--- config.mk ---
export PLATFORM = sky130hd
export DESIGN_NAME = dram_fsp_mode_regs_flat
export DESIGN_NICKNAME = d
export VERILOG_FILES = /design/src/core/fsp_mode_pkg.sv /design/src/core/mode_link_if.sv /design/src/core/dram_fsp_mode_regs.sv /design/src/flat_wrapper.sv
export SDC_FILE = /design/constraint.sdc
export NUM_CORES = 1
export LEC_CHECK = 0
export BUFFER_PORTS_ARGS = -buffer_cell sky130_fd_sc_hd__clkbuf_2
export CAP_MARGIN = 20
export CORE_MARGIN = 10
export CORE_UTILIZATION = 27
export DETAILED_ROUTE_END_ITERATION = 8
export GPL_TIMING_DRIVEN = 0
export PLACE_DENSITY = 0.62
export SLEW_MARGIN = 10
export SYNTH_ARGS = -nofsm -noshare
export SYNTH_HDL_FRONTEND = slang
export SYNTH_SLANG_ARGS = --single-unit
--- constraint.sdc ---
create_clock -name aclk -period 2.09 [get_ports aclk]
set_input_delay 0.209 -clock aclk [delete_from_list [all_inputs] [get_ports aclk]]
set_output_delay 0.209 -clock aclk [all_outputs]
set_load 0.01 [all_outputs]
--- src/core/fsp_mode_pkg.sv ---
// Constants shared by the device and controller ends.
// Assumes one 40 MHz clock and a synchronous active-low reset.
//
// What this block does
// - Control bit 0 set enters command bus training
// - Training with CKE low: ignore commands, echo CA
// - Controller raises CKE before clearing training bit
// - Control bit 1 enables read preamble training
// - Bit 2 outputs active set point reference levels
// - Bit 3 selects fast-settling reference generator
// - Option cleared: report 011b instead of 001b/010b
// - Option applies only when capability bit is one
// - Controller follows reported refresh code regardless; this controller has no refresh logic
// - Bit 5 zero masks writes, one disables
// - Controller issues no masked write when disabled
// - Bit 6 picks set point that writes update
// - Bit 7 picks set point governing operation
// - Control register resets to all zero
// - Level codes above 110010b are reserved
// - Data range bit: 0 range0, 1 range1 default
// - Reading data reference returns eight bits, zeros
// - Level write goes to write-selected set point
// - Range and level hold until rewrite or reset
// - Two copies; accesses reach write-selected copy only
// - Operation uses only the operate-selected copy
// - Controller writes range together with level
package fsp_mode_pkg;

    // Mode register addresses on the link
    localparam logic [5:0] ADDR_CAPABILITY   = 6'h00;
    localparam logic [5:0] ADDR_REFRESH_STAT = 6'h04;
    localparam logic [5:0] ADDR_OP_CONTROL   = 6'h0d;
    localparam logic [5:0] ADDR_DATA_REF     = 6'h0e;

    // Field positions of operating_point_control
    localparam int BIT_CMD_BUS_TRAIN  = 0;
    localparam int BIT_READ_PRE_TRAIN = 1;
    localparam int BIT_REF_LEVEL_OUT  = 2;
    localparam int BIT_REF_FAST       = 3;
    localparam int BIT_REFRESH_OPTION = 4;
    localparam int BIT_MASK_DISABLE   = 5;
    localparam int BIT_WRITE_SP_SEL   = 6;
    localparam int BIT_OPERATE_SP_SEL = 7;

    // Field positions of data_reference_level
    localparam int BIT_DATA_REF_RANGE = 6;

    // Reset values and highest legal level code
    localparam logic [7:0] OP_CONTROL_RESET = 8'h00;
    localparam logic [6:0] DATA_REF_RESET   = 7'h4d;
    localparam logic [5:0] LEVEL_CODE_MAX   = 6'h32;

    // Refresh status codes
    localparam logic [2:0] REFRESH_CODE_A   = 3'h1;
    localparam logic [2:0] REFRESH_CODE_B   = 3'h2;
    localparam logic [2:0] REFRESH_CODE_SUB = 3'h3;

    // Controller register byte addresses
    localparam logic [3:0] REG_COMMAND = 4'h0;
    localparam logic [3:0] REG_PINS    = 4'h4;
    localparam logic [3:0] REG_STATUS  = 4'h8;
    localparam logic [3:0] REG_MASK_WR = 4'hc;

    // Controller field positions
    localparam int CMD_ADDR_LSB   = 8;
    localparam int CMD_WRITE_BIT  = 16;
    localparam int PINS_CA_LSB    = 8;
    localparam int STAT_BUSY_BIT  = 0;
    localparam int STAT_REFUSED   = 1;
    localparam int STAT_READ_LSB  = 8;
    localparam int STAT_DQ_LSB    = 16;
    localparam int STAT_MON_BIT   = 24;

    localparam logic [1:0] RESP_OKAY   = 2'h0;
    localparam logic [1:0] RESP_SLVERR = 2'h2;

    typedef enum logic [1:0]
    {
        CTL_IDLE  = 2'b00,
        CTL_ISSUE = 2'b01,
        CTL_WAIT  = 2'b10
    } ctl_state_e;

endpackage

--- src/core/mode_link_if.sv ---
// Link between the controller end and the device end.
// Assumes both ends share aclk.
`timescale 1ns/1ps
interface mode_link_if;
    // Command side, driven by the controller
    logic       cmd_valid;
    logic       cmd_write;
    logic [5:0] cmd_addr;
    logic [7:0] cmd_op;
    logic       cke;
    logic [5:0] ca;
    logic       mask_wr_valid;
    // Answer side, driven by the device
    logic [7:0] dq;
    logic       dq_valid;
    logic       vref_mon_valid;
    logic [6:0] vref_mon_cmd;
    logic [6:0] vref_mon_data;

    modport device
    (
        input  cmd_valid, cmd_write, cmd_addr, cmd_op, cke, ca, mask_wr_valid,
        output dq, dq_valid, vref_mon_valid, vref_mon_cmd, vref_mon_data
    );
    modport ctrl
    (
        output cmd_valid, cmd_write, cmd_addr, cmd_op, cke, ca, mask_wr_valid,
        input  dq, dq_valid, vref_mon_valid, vref_mon_cmd, vref_mon_data
    );
endinterface

--- src/core/dram_fsp_mode_regs.sv ---
// Device end: operating-point control and data reference registers with
// their two set-point copies, training echo and refresh-code filtering.
// Assumes commands arrive one per cycle, synchronous to aclk.
`timescale 1ns/1ps
module dram_fsp_mode_regs
    import fsp_mode_pkg::*;
(
    // Clock and reset
    input  wire logic       aclk,
    input  wire logic       aresetn,
    // Link to the controller
    mode_link_if.device     link,
    // Device-internal inputs
    input  wire logic       capability_bit,
    input  wire logic [2:0] raw_refresh_code,
    input  wire logic [6:0] cmd_ref_voltage_sp0,
    input  wire logic [6:0] cmd_ref_voltage_sp1,
    // Mode outputs
    output logic            cmd_bus_train,
    output logic            read_preamble_train,
    output logic            ref_level_output,
    output logic            ref_fast_settle,
    output logic            mask_disable,
    output logic            write_set_point_sel,
    output logic            operate_set_point_sel,
    // Active data reference
    output logic [5:0]      active_data_ref_level,
    output logic            active_data_ref_range,
    output logic            active_level_reserved,
    // Refresh status and write masking
    output logic [2:0]      refresh_rate_status_reg,
    output logic            mask_apply,
    output logic            mask_illegal
);

    logic [7:0] op_ctrl;
    logic [6:0] data_ref [2];
    logic [7:0] dq_q;
    logic       dq_valid_q;
    logic       mon_valid_q;
    logic [6:0] mon_cmd_q;
    logic [6:0] mon_data_q;
    logic [2:0] refresh_q;
    logic       mask_apply_q;
    logic       mask_illegal_q;

    logic [7:0] next_op_ctrl;
    logic [6:0] next_data_ref [2];
    logic [7:0] next_dq;
    logic       next_dq_valid;
    logic       next_mon_valid;
    logic [6:0] next_mon_cmd;
    logic [6:0] next_mon_data;
    logic [2:0] next_refresh;
    logic       next_mask_apply;
    logic       next_mask_illegal;

    logic       training_hold;
    logic       wr_sel;
    logic       op_sel;

    // Decoded control fields
    assign training_hold = op_ctrl[BIT_CMD_BUS_TRAIN] && !link.cke;
    assign wr_sel        = op_ctrl[BIT_WRITE_SP_SEL];
    assign op_sel        = op_ctrl[BIT_OPERATE_SP_SEL];

    // Register writes and read answers
    always_comb
    begin
        next_op_ctrl     = op_ctrl;
        next_data_ref[0] = data_ref[0];
        next_data_ref[1] = data_ref[1];
        next_dq          = 8'h00;
        next_dq_valid    = 1'b0;
        if (training_hold)
        begin
            // Commands dropped, CA echoed on DQ
            next_dq       = {2'b00, link.ca};
            next_dq_valid = 1'b1;
        end
        else if (link.cmd_valid)
        begin
            if (link.cmd_write)
            begin
                case (link.cmd_addr)
                    ADDR_OP_CONTROL:
                    begin
                        next_op_ctrl = link.cmd_op;
                    end
                    ADDR_DATA_REF:
                    begin
                        // Write-selected copy only; reserved codes kept
                        next_data_ref[wr_sel] = link.cmd_op[6:0];
                    end
                    default:
                    begin
                        next_op_ctrl = op_ctrl;
                    end
                endcase
            end
            else
            begin
                next_dq_valid = 1'b1;
                case (link.cmd_addr)
                    ADDR_DATA_REF:
                    begin
                        next_dq = {1'b0, data_ref[wr_sel]};
                    end
                    ADDR_REFRESH_STAT:
                    begin
                        next_dq = {5'b00000, refresh_q};
                    end
                    ADDR_CAPABILITY:
                    begin
                        next_dq = {7'b0000000, capability_bit};
                    end
                    default:
                    begin
                        // Write-only and unmapped read zero
                        next_dq = 8'h00;
                    end
                endcase
            end
        end
    end

    // Monitor, refresh filter and mask decisions
    always_comb
    begin
        next_mon_valid = op_ctrl[BIT_REF_LEVEL_OUT];
        next_mon_cmd   = 7'h00;
        next_mon_data  = 7'h00;
        if (op_ctrl[BIT_REF_LEVEL_OUT])
        begin
            // Operating set point only
            next_mon_cmd  = op_sel ? cmd_ref_voltage_sp1 : cmd_ref_voltage_sp0;
            next_mon_data = data_ref[op_sel];
        end
        next_refresh = raw_refresh_code;
        if (capability_bit && !op_ctrl[BIT_REFRESH_OPTION] &&
            (raw_refresh_code == REFRESH_CODE_A || raw_refresh_code == REFRESH_CODE_B))
        begin
            next_refresh = REFRESH_CODE_SUB;
        end
        next_mask_apply   = link.mask_wr_valid && !op_ctrl[BIT_MASK_DISABLE];
        next_mask_illegal = link.mask_wr_valid && op_ctrl[BIT_MASK_DISABLE];
    end

    // State registers
    always_ff @(posedge aclk)
    begin
        if (!aresetn)
        begin
            op_ctrl        <= OP_CONTROL_RESET;
            data_ref[0]    <= DATA_REF_RESET;
            data_ref[1]    <= DATA_REF_RESET;
            dq_q           <= 8'h00;
            dq_valid_q     <= 1'b0;
            mon_valid_q    <= 1'b0;
            mon_cmd_q      <= 7'h00;
            mon_data_q     <= 7'h00;
            refresh_q      <= 3'h0;
            mask_apply_q   <= 1'b0;
            mask_illegal_q <= 1'b0;
        end
        else
        begin
            op_ctrl        <= next_op_ctrl;
            data_ref[0]    <= next_data_ref[0];
            data_ref[1]    <= next_data_ref[1];
            dq_q           <= next_dq;
            dq_valid_q     <= next_dq_valid;
            mon_valid_q    <= next_mon_valid;
            mon_cmd_q      <= next_mon_cmd;
            mon_data_q     <= next_mon_data;
            refresh_q      <= next_refresh;
            mask_apply_q   <= next_mask_apply;
            mask_illegal_q <= next_mask_illegal;
        end
    end

    // Link answers
    assign link.dq             = dq_q;
    assign link.dq_valid       = dq_valid_q;
    assign link.vref_mon_valid = mon_valid_q;
    assign link.vref_mon_cmd   = mon_cmd_q;
    assign link.vref_mon_data  = mon_data_q;

    // Mode outputs
    assign cmd_bus_train         = op_ctrl[BIT_CMD_BUS_TRAIN];
    assign read_preamble_train   = op_ctrl[BIT_READ_PRE_TRAIN];
    assign ref_level_output      = op_ctrl[BIT_REF_LEVEL_OUT];
    assign ref_fast_settle       = op_ctrl[BIT_REF_FAST];
    assign mask_disable          = op_ctrl[BIT_MASK_DISABLE];
    assign write_set_point_sel   = wr_sel;
    assign operate_set_point_sel = op_sel;

    // Inactive copy may be rewritten freely
    assign active_data_ref_level = data_ref[op_sel][5:0];
    assign active_data_ref_range = data_ref[op_sel][BIT_DATA_REF_RANGE];
    assign active_level_reserved = data_ref[op_sel][5:0] > LEVEL_CODE_MAX;

    assign refresh_rate_status_reg = refresh_q;
    assign mask_apply              = mask_apply_q;
    assign mask_illegal            = mask_illegal_q;

endmodule

--- src/flat_wrapper.sv ---
// flat-port wrapper written by rule: the top's interface ports become plain ports
module dram_fsp_mode_regs_flat import fsp_mode_pkg::*;
  (aclk, aresetn, capability_bit, raw_refresh_code, cmd_ref_voltage_sp0, cmd_ref_voltage_sp1, cmd_bus_train, read_preamble_train, ref_level_output, ref_fast_settle, mask_disable, write_set_point_sel, operate_set_point_sel, active_data_ref_level, active_data_ref_range, active_level_reserved, refresh_rate_status_reg, mask_apply, mask_illegal, link_cmd_valid, link_cmd_write, link_cmd_addr, link_cmd_op, link_cke, link_ca, link_mask_wr_valid, link_dq, link_dq_valid, link_vref_mon_valid, link_vref_mon_cmd, link_vref_mon_data);
  mode_link_if link_i ();
  input  wire logic aclk;
  input  wire logic aresetn;
  input  wire logic capability_bit;
  input  wire logic [2:0] raw_refresh_code;
  input  wire logic [6:0] cmd_ref_voltage_sp0;
  input  wire logic [6:0] cmd_ref_voltage_sp1;
  output logic cmd_bus_train;
  output logic read_preamble_train;
  output logic ref_level_output;
  output logic ref_fast_settle;
  output logic mask_disable;
  output logic write_set_point_sel;
  output logic operate_set_point_sel;
  output logic [5:0] active_data_ref_level;
  output logic active_data_ref_range;
  output logic active_level_reserved;
  output logic [2:0] refresh_rate_status_reg;
  output logic mask_apply;
  output logic mask_illegal;
  input wire logic [$bits(link_i.cmd_valid)-1:0] link_cmd_valid;
  input wire logic [$bits(link_i.cmd_write)-1:0] link_cmd_write;
  input wire logic [$bits(link_i.cmd_addr)-1:0] link_cmd_addr;
  input wire logic [$bits(link_i.cmd_op)-1:0] link_cmd_op;
  input wire logic [$bits(link_i.cke)-1:0] link_cke;
  input wire logic [$bits(link_i.ca)-1:0] link_ca;
  input wire logic [$bits(link_i.mask_wr_valid)-1:0] link_mask_wr_valid;
  output wire logic [$bits(link_i.dq)-1:0] link_dq;
  output wire logic [$bits(link_i.dq_valid)-1:0] link_dq_valid;
  output wire logic [$bits(link_i.vref_mon_valid)-1:0] link_vref_mon_valid;
  output wire logic [$bits(link_i.vref_mon_cmd)-1:0] link_vref_mon_cmd;
  output wire logic [$bits(link_i.vref_mon_data)-1:0] link_vref_mon_data;
  assign link_i.cmd_valid = link_cmd_valid;
  assign link_i.cmd_write = link_cmd_write;
  assign link_i.cmd_addr = link_cmd_addr;
  assign link_i.cmd_op = link_cmd_op;
  assign link_i.cke = link_cke;
  assign link_i.ca = link_ca;
  assign link_i.mask_wr_valid = link_mask_wr_valid;
  assign link_dq = link_i.dq;
  assign link_dq_valid = link_i.dq_valid;
  assign link_vref_mon_valid = link_i.vref_mon_valid;
  assign link_vref_mon_cmd = link_i.vref_mon_cmd;
  assign link_vref_mon_data = link_i.vref_mon_data;
  dram_fsp_mode_regs u_core (.aclk(aclk), .aresetn(aresetn), .link(link_i), .capability_bit(capability_bit), .raw_refresh_code(raw_refresh_code), .cmd_ref_voltage_sp0(cmd_ref_voltage_sp0), .cmd_ref_voltage_sp1(cmd_ref_voltage_sp1), .cmd_bus_train(cmd_bus_train), .read_preamble_train(read_preamble_train), .ref_level_output(ref_level_output), .ref_fast_settle(ref_fast_settle), .mask_disable(mask_disable), .write_set_point_sel(write_set_point_sel), .operate_set_point_sel(operate_set_point_sel), .active_data_ref_level(active_data_ref_level), .active_data_ref_range(active_data_ref_range), .active_level_reserved(active_level_reserved), .refresh_rate_status_reg(refresh_rate_status_reg), .mask_apply(mask_apply), .mask_illegal(mask_illegal));
endmodule
* Word level (Yosys, flattened, before mapping)
Memories as Yosys holds them, arrays and structs flattened. A register that Yosys moved wholly into a read port is not among the register bits. Cells that the tools add are included. Widths: inputs -> output; s select.
Word-level totals: bits of input ports 44, output and inout port bits 44, logic and storage cells 65, memories kept 1, register bits after elaboration 36, memory bits (writable) 14
Operators by class: bitwise operators 6, magnitude comparators 3, muxes and demuxes 24, reduce and logical (&&, ||, !) cells 15, eq/ne operators 5
Memories:
- u_core.data_ref | depth 2, bits a word 7, read ports 4, clocked after memory_dff 2, wr ports 2, line dram_fsp_mode_regs.sv:37 | logic [6:0] data_ref [2];
Operator list (count):
- $mux 14 | 4
- $mux 7 | 4
- $pmux 7 s3 | 1
- $mux 6 | 3
- $bwmux 14 | 1
- $eq 6x4->1 const B | 2
- $mux 1 | 9
- $demux 7 s1 | 1
- $eq 6x3->1 const B | 1
- $gt 6x6->1 const B | 1
- $logic_and 1x1->1 | 6
- $logic_not 6->1 | 1
- $reduce_and 4->1 | 1
- $reduce_or 4->1 | 1
- $eq 3x1->1 const B | 1
- $eq 3x2->1 const B | 1
- $logic_not 1->1 | 3
- $not 1->1 | 3
- $ge 2x2->1 const B | 1
- $lt 2x1->1 const B | 1
- $mux 2 | 1
- $not 1->2 | 1
- $or 1x1->1 | 2
- $reduce_and 2->1 | 1
- other kinds (2) | 2

* Logic depth before layout (Yosys ltp)
word-level depth 11, mapped depth 5, mapped depth without buffers 4

* Worst setup path after synthesis
OpenSTA, ideal clock, no wires.
kind register to output, start reg (tool-made name), end out active_level_reserved, buffers on the path 1, cell stages (with the launch flop) 5, slack 0.582 ns, arrival 1.299 ns, required time 1.881 ns, cells stage by stage dfxtp_1 clkbuf_1 mux2_2 nand2_1 a311oi_1
RTL lines:
- to (decl) | line flat_wrapper.sv:20 | output logic active_level_reserved;

==> summary.md <==
| Metric | Value |
|---|---|
| Status | finished clean |
| Crit path required time | ~1.9 ns |
| Average wire per standard cell | around 15 um |
| Crit path max fanout | 7 |
| Final Skew | about 0.0049 ns |
| # H-tree levels | 2 |
| Reg with most FFs | u_core.data_ref |
| Most frequent cells in the layout | 86 x clkbuf_2, 52 x dfxtp_1, 42 x nor2_1 |
| Clock transition at path regs | approximately 0.090 ns |
| Vias per cell | ~4.3 |
| Final core utilization | 0.368 |
| CTS root buffer | clkbuf_8 |
| Setup bufs post-CTS | 0 |
| Max reg flops | 14 |
| Final worst path period need | around 1.8 ns |
| CP endpoint kind | output pin |
| CTS buffer count | 5 |
| DRC violations left | 0 |
| DRT Pass-1 Iters | 4 |
| Width of the chip | ~110 um |
| Ys flop type | dfxtp_1 |
| Clk_lat worst skew | between 0.3 and 0.4 ns |
| Post-synth EDFFs | 0 |
| Lkg Pwr | about 0.0012 uW |
| First-pass GRT wire length | around 8900 um |
| Pwr dens | between 600 and 700 nW/um2 |
| Post-synth top area share | 0.508 |
| Placement row count | 31 |
| Post-Synth Adder-Cell Area | 0 |
| Sequential cell area in the final layout | 1040 um2 |
| Setup TNS Final | 0 ns |
| Synth Area in Simple Gates | 0.190 |
| CTS tree | yes |
| Period utilization | 0.878 |
| Largest cells by area after synthesis | dfxtp_1 51%, mux2i_1 20%, nor2_1 7.7% |
| Max_cap viols | 0 |
| RSZ-0062 raised after global routing | false |
| Yosys warns | 0 |
| Total Routing Usage GR | 0.0991 |
| Post-DRT Antenna Nets | 0 |
| Seq/Total Area, Yosys | 0.508 |
| Die Ht | roughly 110 um |
| Synth Register Bits | between 50 and 60 |
| Mapped Area | 2050 um2 |
| Final Setup Violations | 0 |
| Final WL | around 5800 um |
| Syn_nets | 248 |
| Final HPWL DP | 4710 um |
| Post-CTS Hold Fix Bufs | 0 |
| CP cell instances | mux2_2, nand2_1, a311oi_1, clkbuf_2 |
| XOR/XNOR Fraction of Synth Area | 0 |
| Critical-path top delay cell | dfxtp_1 |
| Synth area leader | dfxtp_1 |
| Final Max Tran Viols | 0 |
| Avg Cell Area, Syn | approximately 10 um2 |
| Layout Nets | 340 |
| Worst slew pin tran | about 0.67 ns |
| Total die area | around 11000 um2 |
| Post-route worst setup slack | 0.254 ns |
| WP data arrival | approximately 1.6 ns |
| I/O pin count | between 80 and 90 |
| Asr flop ratio synth | 0 |
| Area grow syn2layout | 31.6% |
| Core area | around 7300 um2 |
| Post-cts resize count | 0 |
| Crit Path Category | flip-flop to output pin |
| Max clock buf depth | 2 |
| Hold Path Class | input pin to flip-flop |
| Area occupied by multi-input gates | 928 um2 |
| Final Hold Fails | 0 |
| Peak supply drop | 0.231 mV |
| Clock sinks | 52 |
| DRT iter0 DRCs | ~70 |
| Crit path launch type | flip-flop |
| Diode count | 0 |
| Share of layout cells above drive strength 1 | 0.355 |
| IO Port Bufs | 86 |
| Fmax achieved | about 540 MHz |
| Relative slew slack | 0.550 |
| Grt total ovfl | 0 |
| Largest regs | u_core.data_ref: 14 flops, u_core.op_ctrl: 8 flops |
| Synth Area in Compound Gates | 0.0440 |
| Netlist cell types | 32 |
| Vias | roughly 1700 |
| Largest family of logic cells by synthesized area | multiplexers |
| Pre-CTS setup slack | 0.351 ns |
| Largest net degree at the start of global routing | 15 |
| RePlAce Congestion | slightly below 0.8 |
| Fillers | around 760 |
| Synthesized instance count | ~200 |
| Mux cell area share after synthesis | 0.217 |
| Initial antenna violation count | 0 |
| Leading cell type in the layout, fill and taps excluded | clkbuf_2 |
| Crit-path max cell delay | ~0.56 ns |
| Vias in the first global route | roughly 1800 |
| Initial Util | 0.280 |
-- final cells by class --
| class | instances | share of cell area |
|---|---|---|
| buffer | 11 | 0.0200 |
| timing repair buffer | 86 | 0.160 |
| sequential | 52 | 0.386 |
| clock buffer | 7 | 0.0357 |
| multi-input combinational | 134 | 0.344 |
| inverter | 6 | 0.00835 |
| tap | 99 | 0.0459 |
-- cells in the mapped netlist (all sizes together) (2+ instances only) --
master	count
a21oi	4
a2bb2oi	5
and3	2
buf	4
clkbuf	8
dfxtp	52
inv	6
mux2	3
mux2i	41
nand2	14
nand4	2
nor2	42
nor2b	6
-- report_power, final --
group	internal [uW]	switching, uW
Clock	296	322
Combinational	51.1	56.8
Sequential	996	3.21
-- worst max-delay path: cells and delay by family, from the launching register on --
kind	cells	cell delay [ns]
buffers and inverters	1	0.18
AO/OA/AOI/OAI	1	0.25
flip-flops	1	0.56
multiplexers	1	0.26
AND/OR/NAND/NOR	1	0.06
-- logic make-up after synthesis --
| logic type | Yosys count |
|---|---|
| AND/OR/NAND/NOR | 77 |
| flip-flops | 52 |
| multiplexers | 44 |
| buffers and inverters | 18 |
| AO/OA/AOI/OAI | 12 |
| other | 1 |
-- path summary, 6_finish.rpt --
path | to | slack [ns] | cells past startpoint | from
max | active_level_reserved | 0.25 | 4 | flip-flop
min | u_core.mask_apply$_SDFF_PN0_ | 0.12 | 3 | link_mask_wr_valid
max reg2reg | u_core.link.dq[1]$_SDFF_PN0_ | 0.37 | 5 | u_core.op_ctrl[0]$_SDFFE_PN0N_
min reg2reg | u_core.mask_apply$_SDFF_PN0_ | 0.47 | 1 | u_core.op_ctrl[5]$_SDFFE_PN0N_
-- per-layer routing --
metal	global-route usage	routed length [um]	vias up
li1	-	-	866
met1	0.106	2420	773
met2	0.179	3020	39
met3	0.0311	276	6
met4	0.0348	84	0
met5	0	0	-
-- metrics by stage --
stage	hold WS, ns	std cells	cell area (um2)	total power [uW]
floorplan	0.326	204	2050	1070
global placement	0.428	389	2600	1130
detailed placement	0.433	389	2600	1130
CTS	0.111	396	2700	1740
global route	0.119	395	2700	1790
finish	0.116	395	2700	1730
Note: power is estimated with default switching activity, not from simulation.
